### src/sms_consts.vh
// Register addresses, control bit positions, reset values and timing counts of the serial unit
`ifndef SMS_CONSTS_VH
`define SMS_CONSTS_VH
`define SMS_ADDR_TX 8'hd4
`define SMS_ADDR_RX 8'hd5
`define SMS_ADDR_CTL 8'hd6
`define SMS_ADDR_IEN 8'hd7
`define SMS_ADDR_DIV 8'hd2
`define SMS_ADDR_STAT 8'hd3
`define SMS_CTL_TE 6
`define SMS_CTL_RE 5
`define SMS_CTL_EN 4
`define SMS_CTL_SSEL 3
`define SMS_CTL_LSB 2
`define SMS_CTL_POL 1
`define SMS_CTL_MASK 8'h7e
`define SMS_CTL_RST 8'h00
`define SMS_IEN_MASK 8'h0f
`define SMS_IEN_RST 8'h00
`define SMS_DIV_RST 8'h04
`define SMS_DIV_MIN 6'h01
`define SMS_ST_TEMPTY 3
`define SMS_ST_OVR 2
`define SMS_ST_TDONE 1
`define SMS_ST_RFULL 0
`define SMS_ST_BUSY 4
`define SMS_ST_TFULL 5
`define SMS_ST_RAVAIL 6
`define SMS_BITS 4'h8
`define SMS_LAST_BIT 3'h7
`define SMS_FIFO_DEPTH 2
`define SMS_ZERO8 8'h00
`endif

### src/sms_buf2.v
// Two-entry byte buffer with valid/ready on both sides
`timescale 1ns/1ps
`default_nettype none
`include "sms_consts.vh"
module sms_buf2 (
  // Clock and reset
  input wire clk,
  input wire rst_n,
  // Fill side
  input wire in_valid,
  output wire in_ready,
  input wire [7:0] in_data,
  // Drain side
  output wire out_valid,
  input wire out_ready,
  output wire [7:0] out_data
);
  reg [7:0] mem_q [0:1];
  reg wp_q;
  reg rp_q;
  reg [1:0] cnt_q;
  wire push = in_valid && in_ready;
  wire pop = out_valid && out_ready;
  assign in_ready = (cnt_q != 2'h2);
  assign out_valid = (cnt_q != 2'h0);
  assign out_data = mem_q[rp_q];
  always @(posedge clk) begin
    if (push) begin
      mem_q[wp_q] <= in_data;
    end
  end
  always @(posedge clk) begin
    if (!rst_n) begin
      wp_q <= 1'b0;
      rp_q <= 1'b0;
      cnt_q <= 2'h0;
    end else begin
      if (push) begin
        wp_q <= ~wp_q;
      end
      if (pop) begin
        rp_q <= ~rp_q;
      end
      cnt_q <= cnt_q + {1'b0, push} - {1'b0, pop};
    end
  end
endmodule // sms_buf2
`default_nettype wire

### src/sms_spi_master.v
// Master-only full-duplex byte serial unit with its register port
// Operation
// - Master only, 8-bit full-duplex bytes
// - Gated clock, one period per bit
// - Change data one edge, sample opposite
// - First bit driven at first clock edge
// - Eight bits out, eight in, exchanged
// - Bit order applies both directions
// - Polarity 0: launch on rising edge
// - Polarity 1: launch on falling edge
// - Sample on edge opposite to launch
// - No collision detect, single master
// - Transmit and receive double buffered
// - Transmit holding register write only
// - Receive holding register read only
// - Full and empty flags, enabled interrupts
// - Reset returns interface to defaults
// - Serial clock derived from system clock
// - Divider resets to divide by four
// - Divisor multiples of four, 4 to 252
// - Select low per byte when enabled
// - Transmitter off holds clock at polarity if enabled
// - Status read clears cause flags
`timescale 1ns/1ps
`default_nettype none
`include "sms_consts.vh"
module sms_spi_master (
  // Clock and reset
  input wire CLK_SYS,
  input wire RST_N,
  // Special-function register port
  input wire [7:0] SFR_ADDR,
  input wire SFR_WR,
  input wire SFR_RD,
  input wire [7:0] SFR_WDATA,
  output reg [7:0] SFR_RDATA,
  output reg SPI_IRQ,
  // Serial lines
  input wire SERIAL_IN_LINE,
  output reg SERIAL_OUT_LINE,
  output reg SERIAL_CLOCK_LINE,
  output reg SLAVE_SELECT_LINE_N
);
  localparam ST_IDLE = 2'h0;
  localparam ST_SEL = 2'h1;
  localparam ST_SHIFT = 2'h2;
  localparam ST_DONE = 2'h3;

  reg [7:0] ctl_q;
  reg [7:0] ien_q;
  reg [7:0] div_q;
  reg [3:0] flag_q;
  reg [1:0] st_q;
  reg [5:0] pre_q;
  reg [1:0] ph_q;
  reg [2:0] bit_q;
  reg [7:0] tsh_q;
  reg [7:0] rsh_q;
  reg [7:0] rx_hold_q;
  reg rx_avail_q;
  reg [2:0] in_sync_q;
  reg in_q;
  reg cap_pend_q;

  wire te = ctl_q[`SMS_CTL_TE];
  wire re = ctl_q[`SMS_CTL_RE];
  wire en = ctl_q[`SMS_CTL_EN];
  wire ssel = ctl_q[`SMS_CTL_SSEL];
  wire lsb = ctl_q[`SMS_CTL_LSB];
  wire pol = ctl_q[`SMS_CTL_POL];

  // Divisor of 4*N: the prescaler gives one tick per quarter serial period
  wire [5:0] div_n = (div_q[7:2] == 6'h00) ? `SMS_DIV_MIN : div_q[7:2];
  wire tick = (pre_q == 6'h00);

  // Transmit buffer: register write fills, the shifter drains
  wire tx_wr = SFR_WR && (SFR_ADDR == `SMS_ADDR_TX);
  wire tb_in_ready;
  wire tb_out_valid;
  wire [7:0] tb_out_data;
  wire tx_take;
  sms_buf2 u_txbuf (
    .clk(CLK_SYS),
    .rst_n(RST_N),
    .in_valid(tx_wr),
    .in_ready(tb_in_ready),
    .in_data(SFR_WDATA),
    .out_valid(tb_out_valid),
    .out_ready(tx_take),
    .out_data(tb_out_data)
  );

  // Single master, so a frame starts without any bus arbitration
  wire go = en && te && tb_out_valid;
  assign tx_take = (st_q == ST_IDLE) && go && tick;
  wire rd_stat = SFR_RD && (SFR_ADDR == `SMS_ADDR_STAT);
  wire rd_rx = SFR_RD && (SFR_ADDR == `SMS_ADDR_RX);
  // The last bit is captured in the done state, so the byte completes there
  wire byte_end = (st_q == ST_DONE);
  // Agreeing stages 2 and 3 are taken at once; saves a cycle of pin lag
  wire in_v = (in_sync_q[1] == in_sync_q[2]) ? in_sync_q[2] : in_q;
  wire [7:0] rx_byte = lsb ? {in_v, rsh_q[7:1]} : {rsh_q[6:0], in_v};

  // Receive pin crosses three stages; a change counts once stages 2 and 3 agree
  always @(posedge CLK_SYS) begin
    if (!RST_N) begin
      in_sync_q <= 3'h0;
      in_q <= 1'b0;
    end else begin
      in_sync_q <= {in_sync_q[1:0], SERIAL_IN_LINE};
      if (in_sync_q[1] == in_sync_q[2]) begin
        in_q <= in_sync_q[2];
      end
    end
  end

  // Register writes
  always @(posedge CLK_SYS) begin
    if (!RST_N) begin
      ctl_q <= `SMS_CTL_RST;
      ien_q <= `SMS_IEN_RST;
      div_q <= `SMS_DIV_RST;
    end else if (SFR_WR) begin
      if (SFR_ADDR == `SMS_ADDR_CTL) begin
        ctl_q <= SFR_WDATA & `SMS_CTL_MASK;
      end
      if (SFR_ADDR == `SMS_ADDR_IEN) begin
        ien_q <= SFR_WDATA & `SMS_IEN_MASK;
      end
      if (SFR_ADDR == `SMS_ADDR_DIV) begin
        div_q <= {SFR_WDATA[7:2], 2'b00};
      end
    end
  end

  // Prescaler: free running while the interface is enabled
  always @(posedge CLK_SYS) begin
    if (!RST_N || !en) begin
      pre_q <= 6'h00;
    end else if (tick) begin
      pre_q <= div_n - 6'h01;
    end else begin
      pre_q <= pre_q - 6'h01;
    end
  end

  // Bit engine; phases 0,1 first half-period, 2,3 second half
  always @(posedge CLK_SYS) begin
    if (!RST_N || !en) begin
      st_q <= ST_IDLE;
      ph_q <= 2'h0;
      bit_q <= 3'h0;
      tsh_q <= `SMS_ZERO8;
      rsh_q <= `SMS_ZERO8;
      cap_pend_q <= 1'b0;
      SERIAL_OUT_LINE <= 1'b0;
      SERIAL_CLOCK_LINE <= 1'b0;
      SLAVE_SELECT_LINE_N <= 1'b1;
    end else begin
      case (st_q)
        ST_IDLE: begin
          SERIAL_CLOCK_LINE <= pol;
          SLAVE_SELECT_LINE_N <= 1'b1;
          if (tx_take) begin
            tsh_q <= tb_out_data;
            st_q <= ST_SEL;
            SLAVE_SELECT_LINE_N <= ~ssel;
          end
        end
        ST_SEL: begin
          // Two quarter periods of select setup before the first clock edge (this state, then phase 0)
          if (tick) begin
            st_q <= ST_SHIFT;
            ph_q <= 2'h0;
            bit_q <= 3'h0;
          end
        end
        ST_SHIFT: begin
          if (tick) begin
            ph_q <= ph_q + 2'h1;
            if (ph_q == 2'h0) begin
              // Leading edge launches the bit, first bit included
              SERIAL_CLOCK_LINE <= ~pol;
              SERIAL_OUT_LINE <= lsb ? tsh_q[0] : tsh_q[7];
              // Previous bit is taken here: the pin path lags up to four cycles,
              // and the slave's new bit cannot reach the stages before this edge
              if (cap_pend_q) begin
                rsh_q <= rx_byte;
                cap_pend_q <= 1'b0;
              end
            end
            if (ph_q == 2'h2) begin
              // Trailing edge; the slave samples our data here
              SERIAL_CLOCK_LINE <= pol;
            end
            if (ph_q == 2'h3) begin
              cap_pend_q <= 1'b1;
              tsh_q <= lsb ? {1'b0, tsh_q[7:1]} : {tsh_q[6:0], 1'b0};
              bit_q <= bit_q + 3'h1;
              if (bit_q == `SMS_LAST_BIT) begin
                st_q <= ST_DONE;
              end
            end
          end
        end
        ST_DONE: begin
          // Release select after the eighth bit; back-to-back bytes resume at the next prescaler tick
          SLAVE_SELECT_LINE_N <= 1'b1;
          SERIAL_CLOCK_LINE <= pol;
          rsh_q <= rx_byte;
          cap_pend_q <= 1'b0;
          st_q <= ST_IDLE;
        end
        default: begin
          st_q <= ST_IDLE;
        end
      endcase
    end
  end

  // Receive holding register; an unread byte is overwritten and flagged
  always @(posedge CLK_SYS) begin
    if (!RST_N) begin
      rx_hold_q <= `SMS_ZERO8;
      rx_avail_q <= 1'b0;
    end else if (byte_end && re) begin
      rx_hold_q <= rx_byte;
      rx_avail_q <= 1'b1;
    end else if (rd_rx) begin
      rx_avail_q <= 1'b0;
    end
  end

  // Cause flags: hardware set wins over read clear
  wire [3:0] set_v;
  assign set_v[`SMS_ST_TEMPTY] = tx_take && tb_in_ready;
  assign set_v[`SMS_ST_OVR] = byte_end && re && rx_avail_q && !rd_rx;
  assign set_v[`SMS_ST_TDONE] = byte_end;
  assign set_v[`SMS_ST_RFULL] = byte_end && re;
  always @(posedge CLK_SYS) begin
    if (!RST_N) begin
      flag_q <= 4'h0;
      SPI_IRQ <= 1'b0;
    end else begin
      flag_q <= (rd_stat ? 4'h0 : flag_q) | set_v;
      SPI_IRQ <= |(((rd_stat ? 4'h0 : flag_q) | set_v) & ien_q[3:0]);
    end
  end

  // Read data, registered; the transmit register reads as zero
  always @(posedge CLK_SYS) begin
    if (!RST_N) begin
      SFR_RDATA <= `SMS_ZERO8;
    end else if (SFR_RD) begin
      case (SFR_ADDR)
        `SMS_ADDR_RX: SFR_RDATA <= rx_hold_q;
        `SMS_ADDR_CTL: SFR_RDATA <= ctl_q;
        `SMS_ADDR_IEN: SFR_RDATA <= ien_q;
        `SMS_ADDR_DIV: SFR_RDATA <= div_q;
        `SMS_ADDR_STAT: SFR_RDATA <= {1'b0, rx_avail_q, ~tb_in_ready, st_q != ST_IDLE,
          flag_q};
        default: SFR_RDATA <= `SMS_ZERO8;
      endcase
    end
  end
endmodule // sms_spi_master
`default_nettype wire

### config.mk
export PLATFORM = sky130hd
export DESIGN_NAME = sms_spi_master
export DESIGN_NICKNAME = d
export VERILOG_FILES = /design/src/sms_buf2.v /design/src/sms_spi_master.v
export VERILOG_INCLUDE_DIRS = /design/src
export SDC_FILE = /design/constraint.sdc
export NUM_CORES = 1
export LEC_CHECK = 0
export BUFFER_PORTS_ARGS = -buffer_cell sky130_fd_sc_hd__clkbuf_2
export CORE_MARGIN = 2
export CORE_UTILIZATION = 51
export CTS_BUF_LIST = sky130_fd_sc_hd__clkbuf_2 sky130_fd_sc_hd__clkbuf_4 sky130_fd_sc_hd__clkbuf_8
export CTS_CLUSTER_SIZE = 12
export DETAILED_ROUTE_END_ITERATION = 10
export PLACE_DENSITY = 0.69
export SYNTH_ARGS = -nofsm -noshare
export SYNTH_HDL_FRONTEND = slang
export SYNTH_HIERARCHICAL = 1
export SYNTH_SLANG_ARGS = --single-unit
### constraint.sdc
create_clock -name CLK_SYS -period 4.4 [get_ports CLK_SYS]
set_input_delay 0.66 -clock CLK_SYS [delete_from_list [all_inputs] [get_ports CLK_SYS]]
set_output_delay 0.66 -clock CLK_SYS [all_outputs]
set_load 0.01 [all_outputs]
==> out/metrics.csv, run 1 <==
metric,value,unit
n_antenna_cell,0,
dr.pass1.iters,5,
antenna_found_initial,0,
num-nets-final,506,
fin_skew,0.0166,ns
switchingPower,344,uW
cpPeakStageDelay,0.75,ns
cp.required,4.66,ns
critPathLaunchType,flop,
period_needed,2.85,ns
switching_share,21.1,%
synth.distinct_cells,52,
drive_gt1_share,14.0,%
clock-sinks,96,
leakagePower,0.00176,uW
boundaryPins,33,
total_power,1630,uW
drt_iter0_markers,185,
synth_edf_count,16,
portBuffers,32,
wl,9790,microns
relSlewSlack,26.0,%
ys_ff_latch,96,
ys_seq_area_share,47.0,%
post-route-util,56.7,%
fin_cells,586,
synth_largest_area_cell,dfxtp_1,
layout_commonest_cell,dfxtp_1,
ctsResizeCount,0,
yosysWarnings,6,
cp-end-kind,flop,
worstPathMaxFanout,11,
mostFrequentLayoutCells,"dfxtp_1 (80), nor2_1 (72), mux2i_1 (49), clkbuf_2 (32), a21oi_1 (20)",
grt_pass1_wl,16500,microns
tightest_slew,1.11,ns
rsz0062_at_grt,false,
dpl-instance-area,0.00463,sq mm
synth_top_area_share,36.1,%
holdPathStages,1,
synth_area_leaders,"dfxtp_1 (36%), mux2i_1 (11%), edfxtp_1 (11%)",
cts_tree,done,
gp_congestion,0.826,
arrival,3.11,ns
cts.clk_slew.worst_paths,0.10,ns
synthToLayoutAreaGrowth,9.82,%
crit_type,flop to flop,
wl_per_cell,16.7,microns
via_per_inst,5.73,
final_cell_area,0.00487,sq mm
p_int,1290,uW
syn_nets,487,
fp.dieH,97.2,microns
status,"complete, no violations",
path_cells,or4_4 > nor4_1 > o21a_2 > ha_1 > inv_1 > ha_1 > xnor2_1 > xnor2_1 > and2_1,
cellPowerDensity,335,mW/mm^2
avgSynthCellArea,9.76,sq um
final_max_slew_viol_count,0,
cp_slowest_cell,nor4_1,
wl_met2,4590,microns
coreArea,0.00859,sq mm
max-cap-violations,0,
p_seq_share,54.8,%
cts_buffers,9,
die_w,97.2,microns
routed.top_layer,met4,
dp.cells,570,
reg2reg_depth,9,
setup_violations,0,
syn_area,0.00443,sq mm
die_area,0.00945,sq mm
hold_viol_final,0,
drc,0,
grt_usage,21.5,%
met1Wirelength,4500,microns
syn_inst,454,
htree_levels,3,
tns,0,ns
async_flop_share,0,%
grt_max_degree,33,
ys.flop_type,dfxtp_1,
grt_pass1_vias,3350,
peakVddDrop,218,uV
ant_nets,0,
pwr-share-comb,2.6,%
n_fill_cell,780,
max_freq,0.350,GHz
clock_latency,0.36,ns
multiInputGateArea,0.00221,sq mm
hpwl,7020,microns
grt_remaining_overflow,0,
vias,3359,
post_cts_buffers,0,
clockRootBuffer,clkbuf_8,
p_clk_share,42.6,%
ff_latch_area,0.00208,sq mm
start_util,51.6,%
hold_path_class,flop to flop,
wl_met3,455,microns
holdBufCountCts,0,
fin_crit_sh,64.8,%
clk_path_buf_depth,2,
num_rows,34,
-- routing by layer --
layer  track usage (%)  up-vias
li1                  -     1676
met1              28.3     1585
met2              35.1       84
met3              4.24       14
met4              8.44        0
met5                 0        -
-- final timing paths --
kind / start / end / slack (ns)
setup reg to reg: pre_q[1] / u_txbuf/cnt_q[1] / 1.55
setup / recovery: pre_q[1] / u_txbuf/cnt_q[1] / 1.55
hold reg to reg: in_sync_q[0] / in_sync_q[1] / 0.45
hold / removal: in_sync_q[0] / in_sync_q[1] / 0.45
-- power by group through the flow --
stage          Combinational [uW]  Clock (uW)  Sequential, uW
2_1_floorplan                21.5           0             913
3_3_place_gp                 41.4           0             913
3_5_place_dp                 42.6           0             913
4_1_cts                      42.6         702             893
5_1_grt                      46.9         745             893
6_report                     42.2         694             893
-- flip-flops by register name, summed over array words and instances (netlist names), 4 cells and up, named ones only --
signal         count
u_txbuf/mem_q     16
flag_q             4
ctl_q              6
tsh_q              8
rsh_q              8
SFR_RDATA          8
rx_hold_q          8
ien_q              4
pre_q              6
div_q              6
-- per-stage QoR --
step | hold slack [ns] | setup slack [ns]
final | 0.446 | 1.55
after global routing | 0.480 | 1.34
after CTS | 0.450 | 1.49
after detailed placement | 0.428 | 1.49
after global placement | 0.430 | 1.63
after floorplan | 0.412 | 1.80
-- cell families after synthesis --
kind of cell / count (synthesis) / share of synthesized area, %
buffers and inverters: 34 / 3.10
adders and majority gates: 13 / 3.61
xor gates and xnor gates: 6 / 1.19
and+or+nand+nor: 154 / 16.9
muxes: 62 / 14.4
DFF: 96 / 47.0
AOI/OAI and AO/OA: 89 / 13.9
-- synth_stat cells (all sizes together) (4+ instances only) --
cell type and instances:
edfxtp 16, and2 10, mux2i 49, clkbuf 21, nor2 72, xnor2 5, nand2 17, dfxtp 80
inv 10, a21oi 20, nor2b 8, nand3 11, a211oi 16, o21ai 17, nor3 7, mux2 13
a22oi 9, nand2b 4, and3 4, ha 12, a31oi 4
-- critical path, delay by kind of cell (launching register included) --
family                     cells  cell delay (ns)
buffers and inverters          1             0.05
AOI/OAI and AO/OA              1             0.28
adders and majority gates      2             0.37
DFF                            1             0.34
and+or+nand+nor                3             1.52
xor gates and xnor gates       2             0.20
-- layout make-up --
type | instances | share of cell area [%]
clock buffer | 9 | 2.54
clock inverter | 7 | 2.39
inverter | 10 | 0.771
multi-input combinational | 324 | 45.5
sequential | 96 | 42.8
tap | 108 | 2.78
timing repair buffer | 32 | 3.29
Note: power is estimated with default switching activity, not from simulation.
==> inputs of run 2 (changes only) <==
Clock period 4.4 ns to 2.83 ns, I/O delays scaled along.
==> run 2 against run 1 <==
- first-iteration DRC count decreased by 26%
- final area increased by 1.2%
- utilization increased by 0.67 points
- maximum frequency increased by 10%
- via count increased by 3.0%
- sequential share of layout area decreased by 0.50 points
- combinational power increased by 62%
- largest power group unchanged
==> out/metrics.csv, run 2 (synthesis gave the netlist of run 1 again) <==
metric,value,unit,change
layout_commonest_cell,dfxtp_1,,
die_area,0.00945,sq mm,unchanged
hpwl,7330,microns,+4.4%
gp_congestion,0.800,,-3.1%
post_cts_buffers,0,,unchanged
whs,0.264,ns,-0.183 ns
holdPathStages,2,,+1
drive_gt1_share,16.3,%,+2.3 points
boundaryPins,33,,unchanged
wl,9860,microns,+0.79%
htree_levels,3,,unchanged
max-cap-violations,0,,unchanged
regMostFlops,u_txbuf/mem_q,,
p_clk_share,38.6,%,-4.0 points
hold_viol_final,0,,unchanged
p_seq_share,58.6,%,+3.8 points
antenna_found_initial,0,,unchanged
tns,0,ns,unchanged
relSlewSlack,57.5,%,+31 points
coreArea,0.00859,sq mm,unchanged
setup_violations,0,,unchanged
mostFrequentLayoutCells,"dfxtp_1 (80), nor2_1 (72), mux2i_1 (49), clkbuf_2 (32), a21oi_1 (20)",,
drc,0,,unchanged
dpl-instance-area,0.00472,sq mm,+1.9%
hold_path_class,primary input to flop,,
cts_tree,done,,
worstPathMaxFanout,11,,unchanged
p_int,1770,uW,+38%
pwr-share-comb,2.9,%,+0.3 points
start_util,51.6,%,unchanged
die_w,97.2,microns,unchanged
n_antenna_cell,0,,unchanged
cellPowerDensity,481,mW/mm^2,+44%
wl_per_cell,16.5,microns,-1.2%
rsz0062_at_grt,false,,
reg2reg_depth,9,,unchanged
final_cell_area,0.00493,sq mm,+1.2%
via_per_inst,5.79,,+0.94%
cp.required,3.09,ns,-1.57 ns
fp.dieH,97.2,microns,unchanged
largest_reg_flops,16,,unchanged
grt_pass1_wl,16700,microns,+1.5%
max_freq,0.387,GHz,+10%
drt_iter0_markers,136,,-26%
grt_usage,22.1,%,+0.54 points
vias,3460,,+3.0%
arrival,2.85,ns,-0.26 ns
fin_skew,0.0110,ns,-0.00556 ns
portBuffers,32,,unchanged
cp-end-kind,flop,,
grt_max_degree,21,,-36%
synthToLayoutAreaGrowth,11.1,%,
status,"complete, no violations",,
ctsResizeCount,0,,unchanged
crit_type,flop to flop,,
ant_nets,0,,unchanged
leakagePower,0.00181,uW,+2.6%
tightest_slew,0.638,ns,-0.470 ns
num_rows,34,,unchanged
final_max_slew_viol_count,0,,unchanged
dr.pass1.iters,5,,unchanged
cts_buffers,9,,unchanged
clock_latency,0.36,ns,about the same
period_needed,2.58,ns,-0.270 ns
switching_share,25.3,%,+4.2 points
fin_crit_sh,91.3,%,+26 points
switchingPower,599,uW,+74%
cts.clk_slew.worst_paths,0.11,ns,about the same
clk_path_buf_depth,2,,unchanged
grt_remaining_overflow,0,,unchanged
num-nets-final,518,,+2.4%
holdBufCountCts,0,,unchanged
clockRootBuffer,clkbuf_8,,
grt_pass1_vias,3383,,+0.99%
peakVddDrop,215,uV,-1.1%
clock-sinks,96,,unchanged
critPathLaunchType,flop,,
-- run 2: critical path: stages, from the launching register on --
cell and delay [ns]:
dfxtp_1 0.35, or4_4 0.64, nor4_1 0.46, o21a_2 0.24, ha_1 0.22, inv_1 0.05
ha_1 0.15, xnor2_1 0.13, xnor2_1 0.08, and2_1 0.16
-- run 2: stage by stage --
stage               std cells  utilization, %  setup slack, ns  total power (uW)
finish                    598            57.3            0.246              2370
global route              598            57.3            0.110              2470
CTS                       598            57.3            0.237              2390
detailed placement        582            54.9            0.262              1490
global placement          582            54.9            0.388              1490
floorplan                 454               -            0.361              1450
-- run 2: metal layers --
layer | up-vias | global-route usage, % | wire [microns]
li1 | 1702 | - | -
met1 | 1668 | 29.0 | 4470
met2 | 73 | 36.1 | 4820
met3 | 17 | 3.74 | 321
met4 | 0 | 9.29 | 251
met5 | - | 0 | 0
-- run 2: final cells by class --
class | count | area, sq um
clock buffer | 9 | 124
sequential | 96 | 2080
timing repair buffer | 44 | 250
fill | 767 | 3670
tap | 108 | 135
clock inverter | 7 | 83.8
inverter | 10 | 37.5
multi-input combinational | 324 | 2210
-- run 2: power groups by stage --
stage,logic [uW],clock network [uW],registers (uW)
CTS,67.6,934,1390
global route,74.9,1010,1390
detailed placement,67.3,0,1420
global placement,66.7,0,1420
finish,68.2,914,1390
floorplan,33.4,0,1420
-- run 2: path summary, 6_finish.rpt --
path              slack (ns)               end            from
hold / removal          0.26      in_sync_q[0]  SERIAL_IN_LINE
hold reg to reg         0.45      in_sync_q[1]    in_sync_q[0]
setup reg to reg        0.25  u_txbuf/cnt_q[1]        pre_q[1]
setup / recovery        0.25  u_txbuf/cnt_q[1]        pre_q[1]
==> inputs of run 3 (changes only) <==
Settings changed: BUFFER_PORTS_ARGS -buffer_cell sky130_fd_sc_hd__clkbuf_2 to not set, DONT_BUFFER_PORTS set to 1, PLACE_DENSITY 0.69 to 0.66.
==> run 3 against run 2 <==
- power decreased by 4.1%
- sequential power about the same
- wire length increased by 1.6%
- first-iteration DRC count increased by 38%
- combinational power decreased by 55%
- die area unchanged
- final area decreased by 4.1%
- cell count decreased by 5.9%
- global-route usage decreased by 0.37 points
- largest power group unchanged
==> out/metrics.csv, run 3 (synthesis gave the netlist of run 1 again) <==
metric,value,unit,change
die_area,0.00945,sq mm,unchanged
holdBufCountCts,0,,unchanged
hpwl,7200,microns,-1.7%
switchingPower,536,uW,-11%
fp.dieH,97.2,microns,unchanged
clock_latency,0.37,ns,about the same
setup_ws,0.290,ns,+0.0436 ns
synthToLayoutAreaGrowth,6.55,%,
final_max_slew_viol_count,0,,unchanged
period_needed,2.54,ns,-0.0436 ns
clock-sinks,96,,unchanged
boundaryPins,33,,unchanged
final_cell_area,0.00472,sq mm,-4.1%
drive_gt1_share,9.89,%,-6.4 points
vias,3361,,-2.9%
dpl-instance-area,0.00454,sq mm,-3.9%
grt_max_degree,33,,+57%
layout_commonest_cell,dfxtp_1,,
pre_cts_slack,0.306,ns,+0.0434 ns
ctsResizeCount,0,,unchanged
cp.buffers_inverters,1,,unchanged
start_util,51.6,%,unchanged
arrival,2.80,ns,-0.05 ns
post-route-util,55.0,%,-2.4 points
critPathLaunchType,flop,,
htree_levels,3,,unchanged
cp_top_family,simple AND/OR/NAND/NOR gates,,
relSlewSlack,24.7,%,-33 points
max-cap-violations,0,,unchanged
grt_pass1_vias,3272,,-3.3%
switching_share,23.6,%,-1.7 points
die_w,97.2,microns,unchanged
tns,0,ns,unchanged
drc,0,,unchanged
num_rows,34,,unchanged
mostFrequentLayoutCells,"dfxtp_1 (80), nor2_1 (72), mux2i_1 (49), a21oi_1 (20)",,
tightest_slew,1.13,ns,+0.489 ns
fin_crit_sh,89.8,%,-1.5 points
cts_tree,done,,
path_cells,or4_4 > nor4_1 > o21a_2 > ha_1 > inv_1 > ha_1 > xnor2_1 > xnor2_1 > and2_1,,
drt_iter0_markers,187,,+38%
hold_path_class,primary input to flop,,
dr.pass1.iters,5,,unchanged
largest_reg_flops,16,,unchanged
max_freq,0.394,GHz,+1.7%
antenna_found_initial,0,,unchanged
cp-end-kind,flop,,
cp.required,3.09,ns,about the same
wl,10000,microns,+1.6%
p_seq_share,61.1,%,+2.5 points
gp_congestion,0.800,,about the same
cts.clk_slew.worst_paths,0.10,ns,about the same
worstPathMaxFanout,11,,unchanged
cp_slowest_cell,or4_4,,
clk_path_buf_depth,2,,unchanged
wl_per_cell,17.8,microns,+7.9%
coreArea,0.00859,sq mm,unchanged
p_clk_share,37.6,%,-1.0 points
rsz0062_at_grt,false,,
portBuffers,0,,-100%
clockRootBuffer,clkbuf_8,,
regMostFlops,u_txbuf/mem_q,,
crit_type,flop to flop,,
grt_usage,21.7,%,-0.37 points
peakVddDrop,248,uV,+15%
cellPowerDensity,481,mW/mm^2,about the same
post_cts_buffers,0,,unchanged
status,"complete, no violations",,
cts_buffers,9,,unchanged
grt_remaining_overflow,0,,unchanged
cpPeakStageDelay,0.64,ns,about the same
num-nets-final,483,,-6.8%
hold_viol_final,0,,unchanged
grt_pass1_wl,16500,microns,-1.5%
p_int,1740,uW,-2.0%
via_per_inst,5.97,,+3.2%
leakagePower,0.00164,uW,-9.3%
n_antenna_cell,0,,unchanged
pwr-share-comb,1.4,%,-1.5 points
ant_nets,0,,unchanged
setup_violations,0,,unchanged
fin_skew,0.0203,ns,+0.00928 ns
-- run 3: cell type report --
cell class | count | area (sq um)
Fill cell | 808 | 3870
Timing Repair Buffer | 9 | 67.6
Multi-Input combinational cell | 324 | 2210
Inverter | 10 | 37.5
Sequential cell | 96 | 2080
Clock buffer | 9 | 124
Clock inverter | 7 | 63.8
Tap cell | 108 | 135
-- run 3: through the flow --
step | power, uW | cells | hold slack [ns]
final | 2270 | 563 | 0.125
after global routing | 2350 | 563 | 0.0997
after CTS | 2300 | 563 | 0.100
after detailed placement | 1450 | 547 | 0.420
after global placement | 1450 | 547 | 0.416
after floorplan | 1450 | 454 | 0.412
-- run 3: power by group through the flow --
| stage | clock [uW] | combinational, uW | sequential (uW) |
|---|---|---|---|
| 5_1_grt | 929 | 33.7 | 1390 |
| 6_report | 854 | 31.0 | 1390 |
| 3_3_place_gp | 0 | 30.5 | 1420 |
| 2_1_floorplan | 0 | 33.4 | 1420 |
| 3_5_place_dp | 0 | 30.9 | 1420 |
| 4_1_cts | 877 | 30.9 | 1390 |
-- run 3: path summary, 6_finish.rpt --
check / to / cells past startpoint / from / slack (ns)
hold reg to reg: in_sync_q[1] / 1 / in_sync_q[0] / 0.44
hold / removal: div_q[2] / 1 / RST_N / 0.13
setup reg to reg: u_txbuf/cnt_q[1] / 9 / pre_q[1] / 0.29
setup / recovery: u_txbuf/cnt_q[1] / 9 / pre_q[1] / 0.29
-- run 3: metal layers --
layer | vias up | track usage [%] | part of all wire (%)
met5 | - | 0 | 0
met4 | 0 | 7.69 | 2.0
met3 | 17 | 4.68 | 4.9
met2 | 87 | 35.1 | 48
met1 | 1621 | 28.8 | 45
li1 | 1636 | - | -
